File: config.mk
export PLATFORM = sky130hd
export DESIGN_NAME = mei_core
export DESIGN_NICKNAME = d
export VERILOG_FILES = /design/src/mei_pkg.sv /design/src/mei_err_flow.sv /design/src/mei_core.sv
export SDC_FILE = /design/constraint.sdc
export NUM_CORES = 1
export LEC_CHECK = 0
export BUFFER_PORTS_ARGS = -buffer_cell sky130_fd_sc_hd__buf_2
export CORE_ASPECT_RATIO = 1.4
export CORE_MARGIN = 4
export CORE_UTILIZATION = 55
export CTS_CLUSTER_DIAMETER = 200
export DETAILED_ROUTE_END_ITERATION = 16
export PLACE_DENSITY = 0.85
export SYNTH_ARGS = -nofsm -noshare
export SYNTH_HDL_FRONTEND = slang
export SYNTH_HIERARCHICAL = 1
export SYNTH_SLANG_ARGS = --single-unit
File: constraint.sdc
create_clock -name clk -period 6.2 [get_ports clk]
set_clock_uncertainty 0.05 [all_clocks]
set_input_delay 1.86 -clock clk [delete_from_list [all_inputs] [get_ports clk]]
set_output_delay 1.86 -clock clk [all_outputs]
set_load 0.005 [all_outputs]
File: src/mei_pkg.sv
// Shared constants, register map and types for the memory error block.
// Assumes a single 25 MHz controller clock and a plain register port.
package mei_pkg;

  // ==========================================================================
  // Widths and register map
  localparam int DATA_W  = 32;
  localparam int ADDR_W  = 4;
  localparam int NUM_ERR = 8;
  localparam int SEL_W   = 2;
  localparam int NUM_INT = 4;
  localparam int CTL_W   = NUM_ERR * SEL_W;
  localparam int FSM_W   = 4;

  localparam logic [ADDR_W-1:0] A_LOG   = 4'h0;
  localparam logic [ADDR_W-1:0] A_CTL   = 4'h1;
  localparam logic [ADDR_W-1:0] A_IEN   = 4'h2;
  localparam logic [ADDR_W-1:0] A_CFG   = 4'h3;
  localparam logic [ADDR_W-1:0] A_SPARE = 4'h4;
  localparam logic [ADDR_W-1:0] A_STAT  = 4'h5;

  // ==========================================================================
  // Error log bit positions
  localparam int E_PARITY = 0;
  localparam int E_FSM    = 1;
  localparam int E_NB_UNC = 2;
  localparam int E_SB_UNC = 3;
  localparam int E_THERM  = 4;
  localparam int E_ALERT  = 5;
  localparam int E_CORR   = 6;
  localparam int E_PERF   = 7;

  // Defaults suit mirroring off and poison off.
  localparam logic [CTL_W-1:0]   RST_CTL    = 16'h49FF;
  localparam logic [NUM_ERR-1:0] RST_IEN    = 8'hFF;
  localparam logic [NUM_ERR-1:0] FATAL_MASK = 8'h0F;
  localparam logic [NUM_ERR-1:0] THERM_ONLY = 8'h10;

  // ==========================================================================
  // Status register fields
  localparam int ST_FATAL    = 0;
  localparam int ST_CONFLICT = 1;
  localparam int ST_FLOW_LSB = 8;

  // ==========================================================================
  // Channel pairs and the idle code of watched state machines
  localparam logic [3:0]       PAIR_AB  = 4'h3;
  localparam logic [3:0]       PAIR_CD  = 4'hC;
  localparam logic [3:0]       CH_NONE  = 4'h0;
  localparam logic [FSM_W-1:0] FSM_IDLE = 4'h1;

  localparam logic [1:0] SPM_OFF  = 2'h0;
  localparam logic [1:0] SPM_COPY = 2'h1;
  localparam logic [1:0] SPM_ON   = 2'h2;

  typedef struct packed {
    logic       poison_en;
    logic       mirror_en;
    logic       migrate_en;
    logic       hemi_en;
    logic       rank_spare;
    logic [1:0] spare_mode;
    logic       rsvd;
  } mei_cfg_t;

  typedef struct packed {
    logic [1:0] mod;
    logic [1:0] rank;
  } mei_loc_t;

  typedef struct packed {
    mei_loc_t fail;
    mei_loc_t spare;
  } mei_spare_t;

  localparam logic [7:0] RST_CFG   = 8'h00;
  localparam logic [7:0] RST_SPARE = 8'h00;

  typedef enum logic [4:0] {
    FL_IDLE = 5'h01,
    FL_NB_TR = 5'h02,
    FL_NB_PE = 5'h04,
    FL_SB_TR = 5'h08,
    FL_SB_PE = 5'h10
  } mei_flow_t;

endpackage

File: src/mei_err_flow.sv
// Error flow machine that retries link CRC errors and alert frames.
// Assumes all inputs come from logic on clk.
`timescale 1ns/1ps
module mei_err_flow (
  input  wire logic       clk,
  input  wire logic       nrst,
  input  wire logic       nb_crc_err,
  input  wire logic       sb_alert,
  input  wire logic       replay_done,
  input  wire logic       replay_ok,
  input  wire logic       link_reset_done,
  output logic            replay_req,
  output logic            soft_rst,
  output logic            fast_rst,
  output logic            nb_uncorr,
  output logic            sb_uncorr,
  output mei_pkg::mei_flow_t flow_state
);

  mei_pkg::mei_flow_t st_r;
  mei_pkg::mei_flow_t st_nxt;
  logic               replay_nxt;
  logic               soft_nxt;
  logic               fast_nxt;
  logic               nbu_nxt;
  logic               sbu_nxt;

  // ==========================================================================
  // Transitions
  always_comb begin
    st_nxt     = st_r;
    replay_nxt = 1'b0;
    soft_nxt   = 1'b0;
    fast_nxt   = 1'b0;
    nbu_nxt    = 1'b0;
    sbu_nxt    = 1'b0;
    case (st_r)
      mei_pkg::FL_IDLE: begin
        if (nb_crc_err) begin
          st_nxt     = mei_pkg::FL_NB_TR;
          replay_nxt = 1'b1;
        end else if (sb_alert) begin
          st_nxt   = mei_pkg::FL_SB_TR;
          soft_nxt = 1'b1;
        end
      end
      mei_pkg::FL_NB_TR: begin
        if (replay_done && replay_ok) begin
          st_nxt = mei_pkg::FL_IDLE;
        end else if (replay_done) begin
          st_nxt     = mei_pkg::FL_NB_PE;
          replay_nxt = 1'b1;
        end
      end
      mei_pkg::FL_NB_PE: begin
        if (replay_done) begin
          st_nxt  = mei_pkg::FL_IDLE;
          nbu_nxt = !replay_ok;
        end
      end
      mei_pkg::FL_SB_TR: begin
        if (sb_alert) begin
          st_nxt   = mei_pkg::FL_SB_PE;
          fast_nxt = 1'b1;
        end else if (link_reset_done) begin
          st_nxt = mei_pkg::FL_IDLE;
        end
      end
      mei_pkg::FL_SB_PE: begin
        if (sb_alert) begin
          st_nxt  = mei_pkg::FL_IDLE;
          sbu_nxt = 1'b1;
        end else if (link_reset_done) begin
          st_nxt = mei_pkg::FL_IDLE;
        end
      end
      default: begin
        st_nxt = mei_pkg::FL_IDLE;
      end
    endcase
  end

  always_ff @(posedge clk) begin
    if (!nrst) begin
      st_r       <= mei_pkg::FL_IDLE;
      replay_req <= 1'b0;
      soft_rst   <= 1'b0;
      fast_rst   <= 1'b0;
      nb_uncorr  <= 1'b0;
      sb_uncorr  <= 1'b0;
    end else begin
      st_r       <= st_nxt;
      replay_req <= replay_nxt;
      soft_rst   <= soft_nxt;
      fast_rst   <= fast_nxt;
      nb_uncorr  <= nbu_nxt;
      sb_uncorr  <= sbu_nxt;
    end
  end

  assign flow_state = st_r;
endmodule

File: src/mei_core.sv
// Error logging, interrupt steering, fatal handling and access routing.
// Assumes error and request inputs come from logic on clk.
//
// Function
// - Each logged error has a two-bit control field choosing its interrupt.
// - Each of four interrupt outputs pulses one cycle per new error.
// - Thermal and alert errors interrupt only when their log bit sets.
// - A fatal event pulses fatal, then every transaction is force-acked.
// - Non-critical errors keep running; firmware services logs without deadline.
// - Queue data parity is checked; a mismatch is unhandleable.
// - Illegal state machine transitions log an unhandleable error.
// - Frame type, write and read dispatch machines are watched.
// - Link CRC errors and alert frames are retried before interrupting.
// - Lock-step accesses always use pair A and B or C and D.
// - A designated spare stays out of the address space until active.
// - Module sparing copies a whole module; rank sparing copies one rank.
// - Sparing stays inside this controller; no spare of another one.
// - In hemisphere mode the first agent never reaches the second home.
//
// Local design decisions: the plain strobed port and the placing of the registers.
`timescale 1ns/1ps
module mei_core (
  input  wire logic                       clk,
  input  wire logic                       nrst,
  input  wire logic [mei_pkg::ADDR_W-1:0] reg_addr,
  input  wire logic [mei_pkg::DATA_W-1:0] reg_wdata,
  input  wire logic                       reg_wr,
  input  wire logic                       reg_rd,
  output logic      [mei_pkg::DATA_W-1:0] reg_rdata,
  input  wire logic                       q_rvalid,
  input  wire logic [mei_pkg::DATA_W-1:0] q_rdata,
  input  wire logic                       q_rpar,
  input  wire logic [mei_pkg::FSM_W-1:0]  frame_state,
  input  wire logic [mei_pkg::FSM_W-1:0]  wdq_state,
  input  wire logic [mei_pkg::FSM_W-1:0]  rdq_state,
  input  wire logic                       nb_crc_err,
  input  wire logic                       sb_alert,
  input  wire logic                       replay_done,
  input  wire logic                       replay_ok,
  input  wire logic                       link_reset_done,
  input  wire logic                       thermal_evt,
  input  wire logic                       status_alert_evt,
  input  wire logic                       corr_err,
  input  wire logic                       perf_evt,
  input  wire logic                       txn_req,
  input  wire logic                       txn_down_ack,
  output logic                            txn_ack,
  input  wire logic                       acc_valid,
  input  wire mei_pkg::mei_loc_t          acc_loc,
  input  wire logic                       acc_pair_cd,
  input  wire logic                       acc_agent_first,
  input  wire logic                       acc_home_second,
  output logic      [3:0]                 ch_req,
  output mei_pkg::mei_loc_t               ch_loc,
  output logic                            acc_block,
  output logic                            copy_en,
  output logic                            copy_whole_mod,
  output mei_pkg::mei_loc_t               copy_src,
  output mei_pkg::mei_loc_t               copy_dst,
  output logic                            replay_req,
  output logic                            soft_rst,
  output logic                            fast_rst,
  output logic [mei_pkg::NUM_INT-1:0]     int_out,
  output logic                            fatal_pulse
);

  // ==========================================================================
  // Helper functions
  function automatic logic fsm_bad(input logic [mei_pkg::FSM_W-1:0] prev,
                                   input logic [mei_pkg::FSM_W-1:0] cur);
    logic onehot;
    logic legal;
    onehot = (cur != '0) && ((cur & (cur - 1'b1)) == '0);
    legal  = (cur == prev) || (cur == {prev[mei_pkg::FSM_W-2:0],
              prev[mei_pkg::FSM_W-1]}) || (cur == mei_pkg::FSM_IDLE);
    return !(onehot && legal);
  endfunction

  function automatic logic par_bad(input logic [mei_pkg::DATA_W-1:0] d,
                                   input logic p);
    return (^d) != p;
  endfunction

  // ==========================================================================
  // Registers and wires
  logic [mei_pkg::NUM_ERR-1:0] log_r;
  logic [mei_pkg::NUM_ERR-1:0] log_nxt;
  logic [mei_pkg::CTL_W-1:0]   ctl_r;
  logic [mei_pkg::NUM_ERR-1:0] ien_r;
  mei_pkg::mei_cfg_t           cfg_r;
  mei_pkg::mei_spare_t         spare_r;
  logic                        fatal_r;
  logic [mei_pkg::FSM_W-1:0]   frame_prev_r;
  logic [mei_pkg::FSM_W-1:0]   wdq_prev_r;
  logic [mei_pkg::FSM_W-1:0]   rdq_prev_r;
  logic [mei_pkg::NUM_INT-1:0] int_nxt;
  logic [mei_pkg::DATA_W-1:0]  rd_mux;
  logic [mei_pkg::NUM_ERR-1:0] det;
  logic [mei_pkg::NUM_ERR-1:0] new_err;
  logic [mei_pkg::NUM_ERR-1:0] clr_vec;
  logic                        nb_uncorr;
  logic                        sb_uncorr;
  logic                        fatal_now;
  logic                        conflict;
  logic [1:0]                  spare_mode;
  logic                        fail_hit;
  logic                        spare_hit;
  logic                        reserved_hit;
  logic                        hemi_blk;
  logic                        blk;
  mei_pkg::mei_loc_t           route_loc;
  mei_pkg::mei_flow_t          flow_state;

  mei_err_flow u_flow (
    .clk             (clk),
    .nrst            (nrst),
    .nb_crc_err      (nb_crc_err),
    .sb_alert        (sb_alert),
    .replay_done     (replay_done),
    .replay_ok       (replay_ok),
    .link_reset_done (link_reset_done),
    .replay_req      (replay_req),
    .soft_rst        (soft_rst),
    .fast_rst        (fast_rst),
    .nb_uncorr       (nb_uncorr),
    .sb_uncorr       (sb_uncorr),
    .flow_state      (flow_state)
  );

  // ==========================================================================
  // Error detection
  assign det[mei_pkg::E_PARITY] = q_rvalid && par_bad(q_rdata, q_rpar);
  assign det[mei_pkg::E_FSM]    = fsm_bad(frame_prev_r, frame_state) ||
                                  fsm_bad(wdq_prev_r, wdq_state) ||
                                  fsm_bad(rdq_prev_r, rdq_state);
  assign det[mei_pkg::E_NB_UNC] = nb_uncorr;
  assign det[mei_pkg::E_SB_UNC] = sb_uncorr;
  assign det[mei_pkg::E_THERM]  = thermal_evt;
  assign det[mei_pkg::E_ALERT]  = status_alert_evt;
  assign det[mei_pkg::E_CORR]   = corr_err;
  assign det[mei_pkg::E_PERF]   = perf_evt;

  // Only a clear-to-set change counts, so a held log bit raises nothing.
  assign new_err   = det & ~log_r;
  assign clr_vec   = (reg_wr && reg_addr == mei_pkg::A_LOG) ?
                     reg_wdata[mei_pkg::NUM_ERR-1:0] : '0;
  assign log_nxt   = (log_r & ~clr_vec) | det;
  assign fatal_now = |(det & mei_pkg::FATAL_MASK);

  // Each error's two-bit field picks the output; its enable bit can mute it.
  always_comb begin
    int_nxt = '0;
    for (int i = 0; i < mei_pkg::NUM_ERR; i++) begin
      if (new_err[i] && ien_r[i]) begin
        int_nxt[ctl_r[i*mei_pkg::SEL_W +: mei_pkg::SEL_W]] = 1'b1;
      end
    end
  end

  // ==========================================================================
  // Sparing, lock-step and hemisphere routing
  assign conflict   = (cfg_r.spare_mode != mei_pkg::SPM_OFF) &&
                      (cfg_r.mirror_en || cfg_r.migrate_en);
  assign spare_mode = conflict ? mei_pkg::SPM_OFF : cfg_r.spare_mode;
  assign fail_hit   = cfg_r.rank_spare ? (acc_loc == spare_r.fail) :
                      (acc_loc.mod == spare_r.fail.mod);
  assign spare_hit  = cfg_r.rank_spare ? (acc_loc == spare_r.spare) :
                      (acc_loc.mod == spare_r.spare.mod);
  // The spare fields name a module and rank of this controller only.
  assign route_loc  = (spare_mode == mei_pkg::SPM_ON && fail_hit) ?
                      (cfg_r.rank_spare ? spare_r.spare :
                      {spare_r.spare.mod, acc_loc.rank}) : acc_loc;
  assign reserved_hit = (spare_mode != mei_pkg::SPM_OFF) && spare_hit &&
                        !(spare_mode == mei_pkg::SPM_ON && fail_hit);
  assign hemi_blk   = cfg_r.hemi_en && acc_agent_first &&
                      acc_home_second;
  assign blk        = fatal_r || hemi_blk || reserved_hit;

  // ==========================================================================
  // Register read decode
  always_comb begin
    rd_mux = '0;
    case (reg_addr)
      mei_pkg::A_LOG:   rd_mux[mei_pkg::NUM_ERR-1:0] = log_r;
      mei_pkg::A_CTL:   rd_mux[mei_pkg::CTL_W-1:0]   = ctl_r;
      mei_pkg::A_IEN:   rd_mux[mei_pkg::NUM_ERR-1:0] = ien_r;
      mei_pkg::A_CFG:   rd_mux[7:0] = cfg_r;
      mei_pkg::A_SPARE: rd_mux[7:0] = spare_r;
      mei_pkg::A_STAT: begin
        rd_mux[mei_pkg::ST_FATAL]    = fatal_r;
        rd_mux[mei_pkg::ST_CONFLICT] = conflict;
        rd_mux[mei_pkg::ST_FLOW_LSB +: 5] = flow_state;
      end
      default: rd_mux = '0;
    endcase
  end

  // ==========================================================================
  // Register state
  always_ff @(posedge clk) begin
    if (!nrst) begin
      ctl_r     <= mei_pkg::RST_CTL;
      ien_r     <= mei_pkg::RST_IEN;
      cfg_r     <= mei_pkg::RST_CFG;
      spare_r   <= mei_pkg::RST_SPARE;
      reg_rdata <= '0;
    end else begin
      if (reg_wr && reg_addr == mei_pkg::A_CTL) begin
        ctl_r <= reg_wdata[mei_pkg::CTL_W-1:0];
      end
      if (reg_wr && reg_addr == mei_pkg::A_IEN) begin
        ien_r <= reg_wdata[mei_pkg::NUM_ERR-1:0];
      end
      if (reg_wr && reg_addr == mei_pkg::A_CFG) begin
        cfg_r <= reg_wdata[7:0];
      end
      if (reg_wr && reg_addr == mei_pkg::A_SPARE) begin
        spare_r <= reg_wdata[7:0];
      end
      reg_rdata <= reg_rd ? rd_mux : '0;
    end
  end

  // ==========================================================================
  // Error state, interrupts and fatal handling
  always_ff @(posedge clk) begin
    if (!nrst) begin
      log_r        <= '0;
      fatal_r      <= 1'b0;
      fatal_pulse  <= 1'b0;
      int_out      <= '0;
      frame_prev_r <= mei_pkg::FSM_IDLE;
      wdq_prev_r   <= mei_pkg::FSM_IDLE;
      rdq_prev_r   <= mei_pkg::FSM_IDLE;
    end else begin
      log_r        <= log_nxt;
      fatal_r      <= fatal_r || fatal_now;
      fatal_pulse  <= fatal_now && !fatal_r;
      int_out      <= int_nxt;
      frame_prev_r <= frame_state;
      wdq_prev_r   <= wdq_state;
      rdq_prev_r   <= rdq_state;
    end
  end

  // After a fatal event every request is acknowledged without service.
  assign txn_ack = fatal_r ? txn_req : (txn_req && txn_down_ack);

  // ==========================================================================
  // Access and copy outputs
  always_ff @(posedge clk) begin
    if (!nrst) begin
      ch_req         <= mei_pkg::CH_NONE;
      ch_loc         <= '0;
      acc_block      <= 1'b0;
      copy_en        <= 1'b0;
      copy_whole_mod <= 1'b0;
      copy_src       <= '0;
      copy_dst       <= '0;
    end else begin
      ch_req    <= (acc_valid && !blk) ? (acc_pair_cd ? mei_pkg::PAIR_CD :
                   mei_pkg::PAIR_AB) : mei_pkg::CH_NONE;
      ch_loc    <= route_loc;
      acc_block <= acc_valid && blk;
      copy_en   <= spare_mode == mei_pkg::SPM_COPY;
      copy_whole_mod <= !cfg_r.rank_spare;
      copy_src  <= spare_r.fail;
      copy_dst  <= spare_r.spare;
    end
  end
endmodule

==> results of run 1 <==
[metal layers]
layer / up-vias / part of all wire / wire length, um / global-route usage
li1: 2324 / - / - / -
met1: 2277 / 0.37 / 5240 / 0.271
met2: 245 / 0.52 / 7250 / 0.453
met3: 42 / 0.078 / 1090 / 0.0483
met4: 0 / 0.031 / 429 / 0.113
met5: - / 0 / 0 / 0
[Yosys cell counts (all sizes together), types with 5 or more instances]
| cell type | count |
|---|---|
| a21oi | 24 |
| a222oi | 6 |
| a22o | 5 |
| a22oi | 5 |
| and2 | 23 |
| buf | 26 |
| clkbuf | 19 |
| dfxtp | 109 |
| inv | 13 |
| mux2i | 19 |
| nand2 | 84 |
| nand2b | 12 |
| nand3 | 35 |
| nand3b | 6 |
| nand4 | 8 |
| nor2 | 59 |
| nor3 | 15 |
| nor4 | 6 |
| o211ai | 5 |
| o21ai | 15 |
| o22ai | 7 |
| xnor2 | 46 |
| xor2 | 20 |
[logic make-up (layout without fill, tap and decap cells)]
group	Yosys count	count (layout)	synth area share
flip-flops	109	109	0.414
XOR/XNOR	67	67	0.118
multiplexers	20	20	0.0404
AND/OR/NAND/NOR	264	264	0.247
other	1	16	0.000712
AO/OA/AOI/OAI	94	94	0.123
buffers and inverters	58	163	0.0568
[per-stage QoR]
step	setup slack (ps)	instances	hold WS, ps	area [um^2]	util
after detailed placement	2040	827	426	5890	0.626
after CTS	2060	843	439	6160	0.655
after global placement	2060	827	418	5890	0.626
after global routing	2040	843	476	6160	0.655
after floorplan	2270	628	383	5320	-
final	2070	843	436	6160	0.655
[critical path: cells and delay by family]
kind / cells / cell delay, ps
buf+inv: 2 / 210
compound gates: 1 / 150
[cells in the final DEF, fill, tap and decap left out, drive strengths merged, types with 16 or more instances in the layout]
cell   count
a21oi     24
dfxtp    109
nand2     84
nor2      59
nand3     35
conb      16
xnor2     46
and2      23
mux2i     19
xor2      20
buf      134
[report_power, final]
| group | internal (W) | leakage, nW | total [W] | switching, W |
|---|---|---|---|---|
| Clock | 0.000274 | 0.126 | 0.000529 | 0.000255 |
| Sequential | 0.000729 | 0.890 | 0.000757 | 0.0000282 |
| Combinational | 0.000146 | 1.63 | 0.000299 | 0.000154 |
[state kept, by name (all words and copies together), names as in the netlist, 2 cells and up]
register and count:
copy_src 4, log_r 8, ch_req 2, int_out 4, wdq_prev_r 4, rdq_prev_r 4, reg_rdata 16, cfg_r 8
ien_r 8, spare_r 8, copy_dst 4, ch_loc 4, u_flow/flow_state 5, frame_prev_r 4, ctl_r 16
[how the worst max path moves through the flow]
stage	start	end	slack [ps]	cells past startpoint
floorplan	txn_down_ack	txn_ack	2270	1
global route	txn_down_ack	txn_ack	2040	3
detailed placement	reg_addr[2]	log_r[1]	2040	7
CTS	txn_down_ack	txn_ack	2060	3
finish	txn_down_ack	txn_ack	2070	3
global placement	txn_down_ack	txn_ack	2060	3
[cell type report]
class / count / area [um^2] / area share
timing repair buffer: 134 / 676 / 0.110
inverter: 13 / 48.8 / 0.00793
tap: 110 / 138 / 0.0224
multi-input combinational: 461 / 2840 / 0.462
clock buffer: 11 / 233 / 0.0378
sequential: 109 / 2180 / 0.354
clock inverter: 5 / 37.5 / 0.00610
==> key figures, run 1 <==
CTS
  – Total CTS buffers: 9
  – Root Buffer: clkbuf_16
  – Clock buffer depth: 2
  – Post-CTS Resized: 0
  – Hold buffers post-CTS: 0
  – H-tree depth: 3
  – Clk_lat worst skew: 350 ps
  – Worst-path clk slew: 70 ps
  – Post-CTS setup buffers: 0
  – Clk sinks: 109
  – CTS tree: yes

Timing
  – Unrepaired setup endpoints after global routing: no
  – Final setup vio count: 0
  – Final Hold Viols: 0
  – Post-layout min period: 4130 ps
  – Max Slew Vio Count: 0
  – Fmax: 242 MHz
  – Setup tns final: 0 ps
  – Worst slew pin tran: 1070 ps
  – Rel. slew slack: 0.278
  – Final period util: 0.667

Flow run
  – Max-cap viol count: 0

Die
  – Cell row count: 42
  – Initial Util: 0.560
  – Die height: 124 um
  – # IOs: 165
  – Total Die Area: 11200 um^2
  – Area of the core: 9410 um^2
  – Die X: 90.7 um

Drt
  – Vias post-DR: 4888
  – DR WL/cell: 16.6 um
  – Drt drc: 0
  – ANT nets after route: 0
  – DR vias/cell: 5.80
  – Starting DRT DRC Count: 377
  – Total wire length: 14000 um
  – Length of the first detailed-routing pass in iterations: 5

GRT
  – Number of global-route vias before repair: 4740
  – Largest net degree at the start of global routing: 57
  – First-pass GRT wire length: 22200 um
  – Overflow after GRT: 0
  – GR Util All Layers: 0.245
  – Initial antenna violation count: 0

Critical path
  – CP Data Required Time: 4290 ps
  – CP max stage delay: 150 ps
  – CP Capture Type: output port
  – R2r endpoint: int_out[1]
  – Setup CP Type: input pin to output port
  – R2R setup slack: 4310 ps
  – Worst EP arrival: 2220 ps
  – CP Cell Sequence: buf_2 -> o21a_1 -> buf_2
  – Startpoint types: input pin
  – R2R depth: 6
  – Critical path's slowest cell: o21a_1
  – Crit path max fanout: 1
  – R2R Path Start: wdq_prev_r[1]
  – CP most frequent cell: buf_2

Power and ir drop
  – Pwr Total: 0.00159 W
  – Leak Pwr: 2.65 nW
  – Peak supply drop: 0.141 mV
  – Power Dens Cells: 258 nW/um^2

Placement
  – Routability cong.: 0.942
  – Port Buffers: 132
  – DP HPWL: 10400 um

Logic synthesis
  – Post-synthesis register bit count: 109
  – Post-synth top area share: 0.414
  – Cell Area, Synth: 5270 um^2
  – Synth top area cells: dfxtp_1 (41%), xnor2_1 (7.5%), nand2_1 (6.0%)
  – Distinct cells, synth: 63
  – YS warnings: 6
  – Synth Flop Type: dfxtp_1
  – Sequential area share after synthesis: 0.414
  – Post-synth ARST share: 0
  – Syn avg cell area: 8.59 um^2
  – Syn Inst Count: 613
  – Dominant cell type by area after synthesis: dfxtp_1
  – EDFF count, synth: 0

Status
  – Outcome: finished, final reports clean

Hold path
  – Worst Hold Class: register to register
  – Hold Crit Start: ien_r[1]
  – Hold-critical path depth: 2
  – Hold EP: ien_r[1]

Finish
  – Nets: 833
  – Antenna Cells: 0
  – Layout area overhead: 16.9%
  – Share of layout cells above drive strength 1: 0.220
  – Filler cells: 781
No activity file was read; power rests on OpenSTA's default activity.
==> inputs of run 2 (changes only) <==
--- a/config.mk
+++ b/config.mk
@@ -8,10 +8,10 @@
 export BUFFER_PORTS_ARGS = -buffer_cell sky130_fd_sc_hd__buf_2
 export CORE_ASPECT_RATIO = 1.4
 export CORE_MARGIN = 4
-export CORE_UTILIZATION = 55
+export CORE_UTILIZATION = 46
 export CTS_CLUSTER_DIAMETER = 200
 export DETAILED_ROUTE_END_ITERATION = 16
-export PLACE_DENSITY = 0.85
+export PLACE_DENSITY = 0.76
 export SYNTH_ARGS = -nofsm -noshare
 export SYNTH_HDL_FRONTEND = slang
 export SYNTH_HIERARCHICAL = 1
==> constraint.sdc (replaced) <==
create_clock -name clk -period 3.7 [get_ports clk]
set_clock_uncertainty 0.05 [all_clocks]
set_input_delay 1.11 -clock clk [delete_from_list [all_inputs] [get_ports clk]]
set_output_delay 1.11 -clock clk [all_outputs]
set_load 0.005 [all_outputs]
==> key figures, run 2 (same netlist as run 1, synthesis figures left out) <==
Status
  – Outcome: finished, final reports clean

Drt
  – Length of the first detailed-routing pass in iterations: 5 (unchanged)
  – ANT nets after route: 0 (unchanged)
  – DR vias/cell: 5.47 (-5.6%)
  – DR WL/cell: 16.1 um (-3.1%)
  – Drt drc: 0 (unchanged)
  – Vias post-DR: 4822 (-1.4%)
  – Starting DRT DRC Count: 386 (+2.4%)
  – Total wire length: 14200 um (+1.2%)

CTS
  – Total CTS buffers: 9 (unchanged)
  – Root Buffer: clkbuf_16
  – Clk sinks: 109 (unchanged)
  – Post-CTS setup buffers: 0 (unchanged)
  – Worst-path clk slew: 70 ps (about the same)
  – Clk_lat worst skew: 350 ps (about the same)
  – Hold buffers post-CTS: 0 (unchanged)
  – H-tree depth: 3 (unchanged)
  – CTS tree: yes
  – Post-CTS Resized: 0 (unchanged)
  – Clock buffer depth: 2 (unchanged)

Timing
  – Setup WS post-layout: 940 ps (-1130 ps)
  – Final Hold Viols: 0 (unchanged)
  – Max Slew Vio Count: 0 (unchanged)
  – Unrepaired setup endpoints after global routing: no
  – Rel. slew slack: 0.456 (+0.178)
  – Final period util: 0.746
  – Post-layout min period: 2760 ps
  – Final setup vio count: 0 (unchanged)
  – Fmax: 362 MHz
  – Worst slew pin tran: 809 ps (-266 ps)
  – Setup tns final: 0 ps (unchanged)

Power and ir drop
  – Peak supply drop: 0.413 mV (+190%)
  – Sw Pwr: 0.000720 W (+65%)
  – Clock share of power: 0.355 (+0.022)
  – Comb power frac: 0.184 (-0.005)
  – Cell-internal power: 0.00203 W (+77%)
  – Switching share of power: 0.262 (-0.0140)
  – Leak Pwr: 2.69 nW (+1.5%)
  – Sequential cell fraction of total power: 0.461 (-0.017)
  – Power Dens Cells: 439 nW/um^2 (+71%)

GRT
  – Initial antenna violation count: 1 (+1)
  – Number of global-route vias before repair: 4672 (-1.4%)
  – Largest net degree at the start of global routing: 39 (-32%)
  – GR Util All Layers: 0.207 (-0.0384)
  – First-pass GRT wire length: 22100 um (-0.34%)
  – Overflow after GRT: 0 (unchanged)

Critical path
  – Worst EP arrival: 2910 ps (+690 ps)
  – Startpoint types: input pin
  – R2R depth: 6 (unchanged)
  – CP Capture Type: register
  – Crit path max fanout: 6 (+5)
  – CP Data Required Time: 3850 ps (-440 ps)
  – Setup CP Type: input pin to register

Finish
  – Nets: 836 (+0.36%)
  – Commonest non-fill, non-tap cell in the layout: buf_2
  – Fin cells: 881 (+4.5%)
  – Layout area overhead: 18.8%
  – Commonest non-fill, non-tap cells in the layout: buf_2 (132), dfxtp_1 (109), nand2_1 (84)
  – Share of layout cells above drive strength 1: 0.223 (+0.00318)
  – Post-route design area: 6260 um^2 (+1.6%)
  – Final core occ: 0.555 (-0.0998)
  – Largest regs: ctl_r (16), reg_rdata (16)

Placement
  – Place WS: 702 ps (-1340 ps)
  – Routability cong.: 0.921 (-2.2%)
  – Port Buffers: 132 (unchanged)
  – DP HPWL: 10900 um (+4.6%)
  – Placed inst area: 5950 um^2 (+1.1%)
  – Placed Cells incl. Taps: 864 (+4.5%)

Die
  – Total Die Area: 13300 um^2 (+18%)
  – Initial Util: 0.467 (-0.0930)
  – # IOs: 165 (unchanged)
  – Cell row count: 46 (+9.5%)
  – Area of the core: 11300 um^2 (+20%)
  – Die height: 135 um (+8.7%)
  – Die X: 98.4 um (+8.5%)

Flow run
  – Max-cap viol count: 0 (unchanged)

Hold path
  – Hold-critical path depth: 2 (unchanged)
  – Worst Hold Class: register to register
==> run 2: cell count changes in the layout (fill, tap and decap cells not counted) <==
cell / delta
buf_4: +3
bufinv_16: +1
clkbuf_8: +2
clkinv_4: -1
clkinvlp_4: -2
diode_2: +1
==> run 2: routing by layer <==
| metal | track usage | wire (um) |
|---|---|---|
| met1 | 0.219 | 5220 |
| met2 | 0.380 | 7340 |
| met3 | 0.0455 | 1110 |
| met4 | 0.106 | 528 |
| met5 | 0 | 0 |
==> run 2: layout make-up <==
| cell class | instances | area [um^2] |
|---|---|---|
| fill | 1070 | 5020 |
| multi-input combinational | 461 | 2840 |
| sequential | 109 | 2180 |
| timing repair buffer | 137 | 698 |
| clock buffer | 13 | 260 |
| tap | 144 | 180 |
| inverter | 13 | 48.8 |
| clock inverter | 3 | 43.8 |
| antenna | 1 | 2.50 |
==> run 2: path summary, 6_finish.rpt <==
kind | startpoint | to | slack, ps
setup / recovery | rdq_state[1] | int_out[1] | 940
hold / removal | log_r[0] | log_r[0] | 440
setup reg to reg | rdq_prev_r[2] | int_out[1] | 1800
hold reg to reg | log_r[0] | log_r[0] | 440
==> run 2: worst max-delay path, cell delays in order <==
cell and delay (ps):
buf_2 140, nor3_1 290, xor2_1 130, nor4_1 440
nand3_1 340, a41oi_1 350, o22ai_1 110
==> run 2: power groups by stage <==
stage	Clock [W]	Combinational [W]	Sequential, W
after floorplan	0	0.000375	0.00128
after global placement	0	0.000488	0.00129
after detailed placement	0	0.000505	0.00129
after global routing	0.00103	0.000554	0.00127
after CTS	0.000985	0.000507	0.00127
final	0.000977	0.000506	0.00127
==> run 2: stage by stage <==
stage / hold slack [ps] / power [W]
floorplan: 383 / 0.00165
global placement: 421 / 0.00178
detailed placement: 429 / 0.00180
CTS: 445 / 0.00276
global route: 464 / 0.00286
finish: 442 / 0.00275
==> inputs of run 3 (changes only) <==
==> constraint.sdc (replaced) <==
create_clock -name clk -period 2.4 [get_ports clk]
set_clock_uncertainty 0.05 [all_clocks]
set_input_delay 0.72 -clock clk [delete_from_list [all_inputs] [get_ports clk]]
set_output_delay 0.72 -clock clk [all_outputs]
set_load 0.005 [all_outputs]
==> key figures, run 3 (same netlist as run 1, synthesis figures left out) <==
Finish
  – Nets: 848 (+1.4%)
  – Filler cells: 1046 (-2.2%)
  – Register area: 2180 um^2 (unchanged)
  – Footprint of the multi-input gates: 2840 um^2 (unchanged)
  – Layout area overhead: 20.5%
  – Share of layout cells above drive strength 1: 0.238 (+0.0151)
  – Commonest non-fill, non-tap cells in the layout: buf_2 (132), dfxtp_1 (109), nand2_1 (84)
  – Final core occ: 0.563 (+0.00776)
  – Post-route design area: 6350 um^2 (+1.4%)
  – Largest regs: ctl_r (16), reg_rdata (16)
  – Commonest non-fill, non-tap cell in the layout: buf_2
  – Fin cells: 893 (+1.4%)

Placement
  – Placed inst area: 6040 um^2 (+1.5%)
  – DP HPWL: 10900 um (about the same)
  – Place WS: -114 ps (-816 ps)
  – Port Buffers: 132 (unchanged)
  – Routability cong.: 0.916 (-0.56%)
  – Placed Cells incl. Taps: 876 (+1.4%)

Critical path
  – Worst EP arrival: 2330 ps (-580 ps)
  – CP Data Required Time: 2550 ps (-1300 ps)
  – CP startpoint: rdq_state[3]
  – Crit path max fanout: 6 (unchanged)
  – Critical path's slowest cell: nor4_1
  – R2R Path Start: rdq_prev_r[1]
  – R2R setup slack: 580 ps (-1220 ps)
  – CP Capture Type: register
  – Startpoint types: input pin
  – CP Cell Sequence: buf_2 -> nor3_1 -> xor2_1 -> nor4_1 -> buf_4 -> nand3_1 -> a41oi_1 -> o22ai_1
  – CP max stage delay: 300 ps (-140 ps)
  – Setup CP Type: input pin to register

Drt
  – DR WL/cell: 15.4 um (-4.3%)
  – Total wire length: 13800 um (-3.0%)
  – Starting DRT DRC Count: 343 (-11%)
  – Length of the first detailed-routing pass in iterations: 6 (+1)
  – DR vias/cell: 5.41 (-1.2%)
  – ANT nets after route: 0 (unchanged)
  – Drt drc: 0 (unchanged)
  – Vias post-DR: 4830 (+0.17%)

GRT
  – First-pass GRT wire length: 22300 um (+0.72%)
  – Overflow after GRT: 0 (unchanged)
  – Number of global-route vias before repair: 4876 (+4.4%)
  – GR Util All Layers: 0.207 (+0.000477)
  – Initial antenna violation count: 1 (unchanged)
  – Largest net degree at the start of global routing: 38 (-2.6%)

Timing
  – Max Slew Vio Count: 0 (unchanged)
  – Setup WS post-layout: 227 ps (-713 ps)
  – Worst slew pin tran: 662 ps (-146 ps)
  – Final period util: 0.905
  – Min Hold Slack: 440 ps (-1.77 ps)
  – Fmax: 460 MHz
  – Rel. slew slack: 0.555 (+0.0987)
  – Post-layout min period: 2170 ps
  – Unrepaired setup endpoints after global routing: no
  – Final Hold Viols: 0 (unchanged)
  – Final setup vio count: 0 (unchanged)

Die
  – Initial Util: 0.467 (unchanged)
  – Area of the core: 11300 um^2 (unchanged)
  – Cell row count: 46 (unchanged)
  – Die height: 135 um (unchanged)
  – Total Die Area: 13300 um^2 (unchanged)
  – # IOs: 165 (unchanged)
  – Die X: 98.4 um (unchanged)

Power and ir drop
  – Sequential cell fraction of total power: 0.463 (+0.002)
  – Comb power frac: 0.187 (+0.003)
  – Sw Pwr: 0.00112 W (+55%)
  – Clock share of power: 0.351 (-0.004)
  – Cell-internal power: 0.00311 W (+53%)
  – Leak Pwr: 2.75 nW (+2.3%)
  – Power Dens Cells: 665 nW/um^2 (+51%)
  – Switching share of power: 0.264 (+0.00247)
  – Peak supply drop: 0.632 mV (+53%)

CTS
  – Worst-path clk slew: 70 ps (about the same)
  – H-tree depth: 3 (unchanged)
  – Post-CTS Resized: 0 (unchanged)
  – Clk_lat worst skew: 340 ps (about the same)
  – Clk sinks: 109 (unchanged)
  – Clock buffer depth: 2 (unchanged)
  – Root Buffer: clkbuf_16
  – Post-CTS setup buffers: 0 (unchanged)
  – CTS tree: yes
  – Total CTS buffers: 9 (unchanged)
  – Hold buffers post-CTS: 0 (unchanged)

Flow run
  – Max-cap viol count: 0 (unchanged)

Status
  – Outcome: finished, final reports clean

Hold path
  – Hold Crit Start: cfg_r[2]
  – Worst Hold Class: register to register
run 3: cell types whose count changed in the layout (fill, tap and decap cells not counted):
cell      change
clkinv_4      +1
clkbuf_8      -1
clkinv_2      +2
buf_4        +12
clkbuf_1      -2
run 3: layout make-up:
| cell class | count | area share |
|---|---|---|
| multi-input combinational | 461 | 0.448 |
| sequential | 109 | 0.344 |
| timing repair buffer | 149 | 0.124 |
| clock buffer | 10 | 0.0377 |
| tap | 144 | 0.0284 |
| clock inverter | 6 | 0.00986 |
| inverter | 13 | 0.00769 |
| antenna | 1 | 0.000394 |
run 3: critical path: cells and delay by family:
kind / cells / cell delay, ps
buffers and inverters: 2 / 310
XOR/XNOR: 1 / 110
AND/OR/NAND/NOR: 3 / 780
AO/OA/AOI/OAI: 2 / 400
run 3: metal layers:
| layer | vias up | wire length (um) | GRT usage |
|---|---|---|---|
| met2 | 225 | 7160 | 0.386 |
| met5 | - | 0 | 0 |
| li1 | 2357 | - | - |
| met1 | 2209 | 4960 | 0.217 |
| met3 | 39 | 1130 | 0.0450 |
| met4 | 0 | 512 | 0.101 |
run 3: power by group through the flow:
stage | clock [W] | combinational, W | sequential, W
CTS | 0.00151 | 0.000790 | 0.00195
global route | 0.00158 | 0.000867 | 0.00197
global placement | 0 | 0.000766 | 0.00199
detailed placement | 0 | 0.000788 | 0.00200
finish | 0.00148 | 0.000788 | 0.00195
floorplan | 0 | 0.000577 | 0.00197
run 3: worst paths after layout:
check	endpoint	cells past startpoint
setup / recovery	int_out[0]	8
hold / removal	copy_en	1
setup reg to reg	int_out[0]	6
hold reg to reg	copy_en	1
run 3: metrics by stage:
stage / total power (W) / setup TNS, ps
finish: 0.00422 / 0
global route: 0.00441 / 0
CTS: 0.00425 / 0
detailed placement: 0.00278 / -633
global placement: 0.00276 / -476
floorplan: 0.00255 / 0
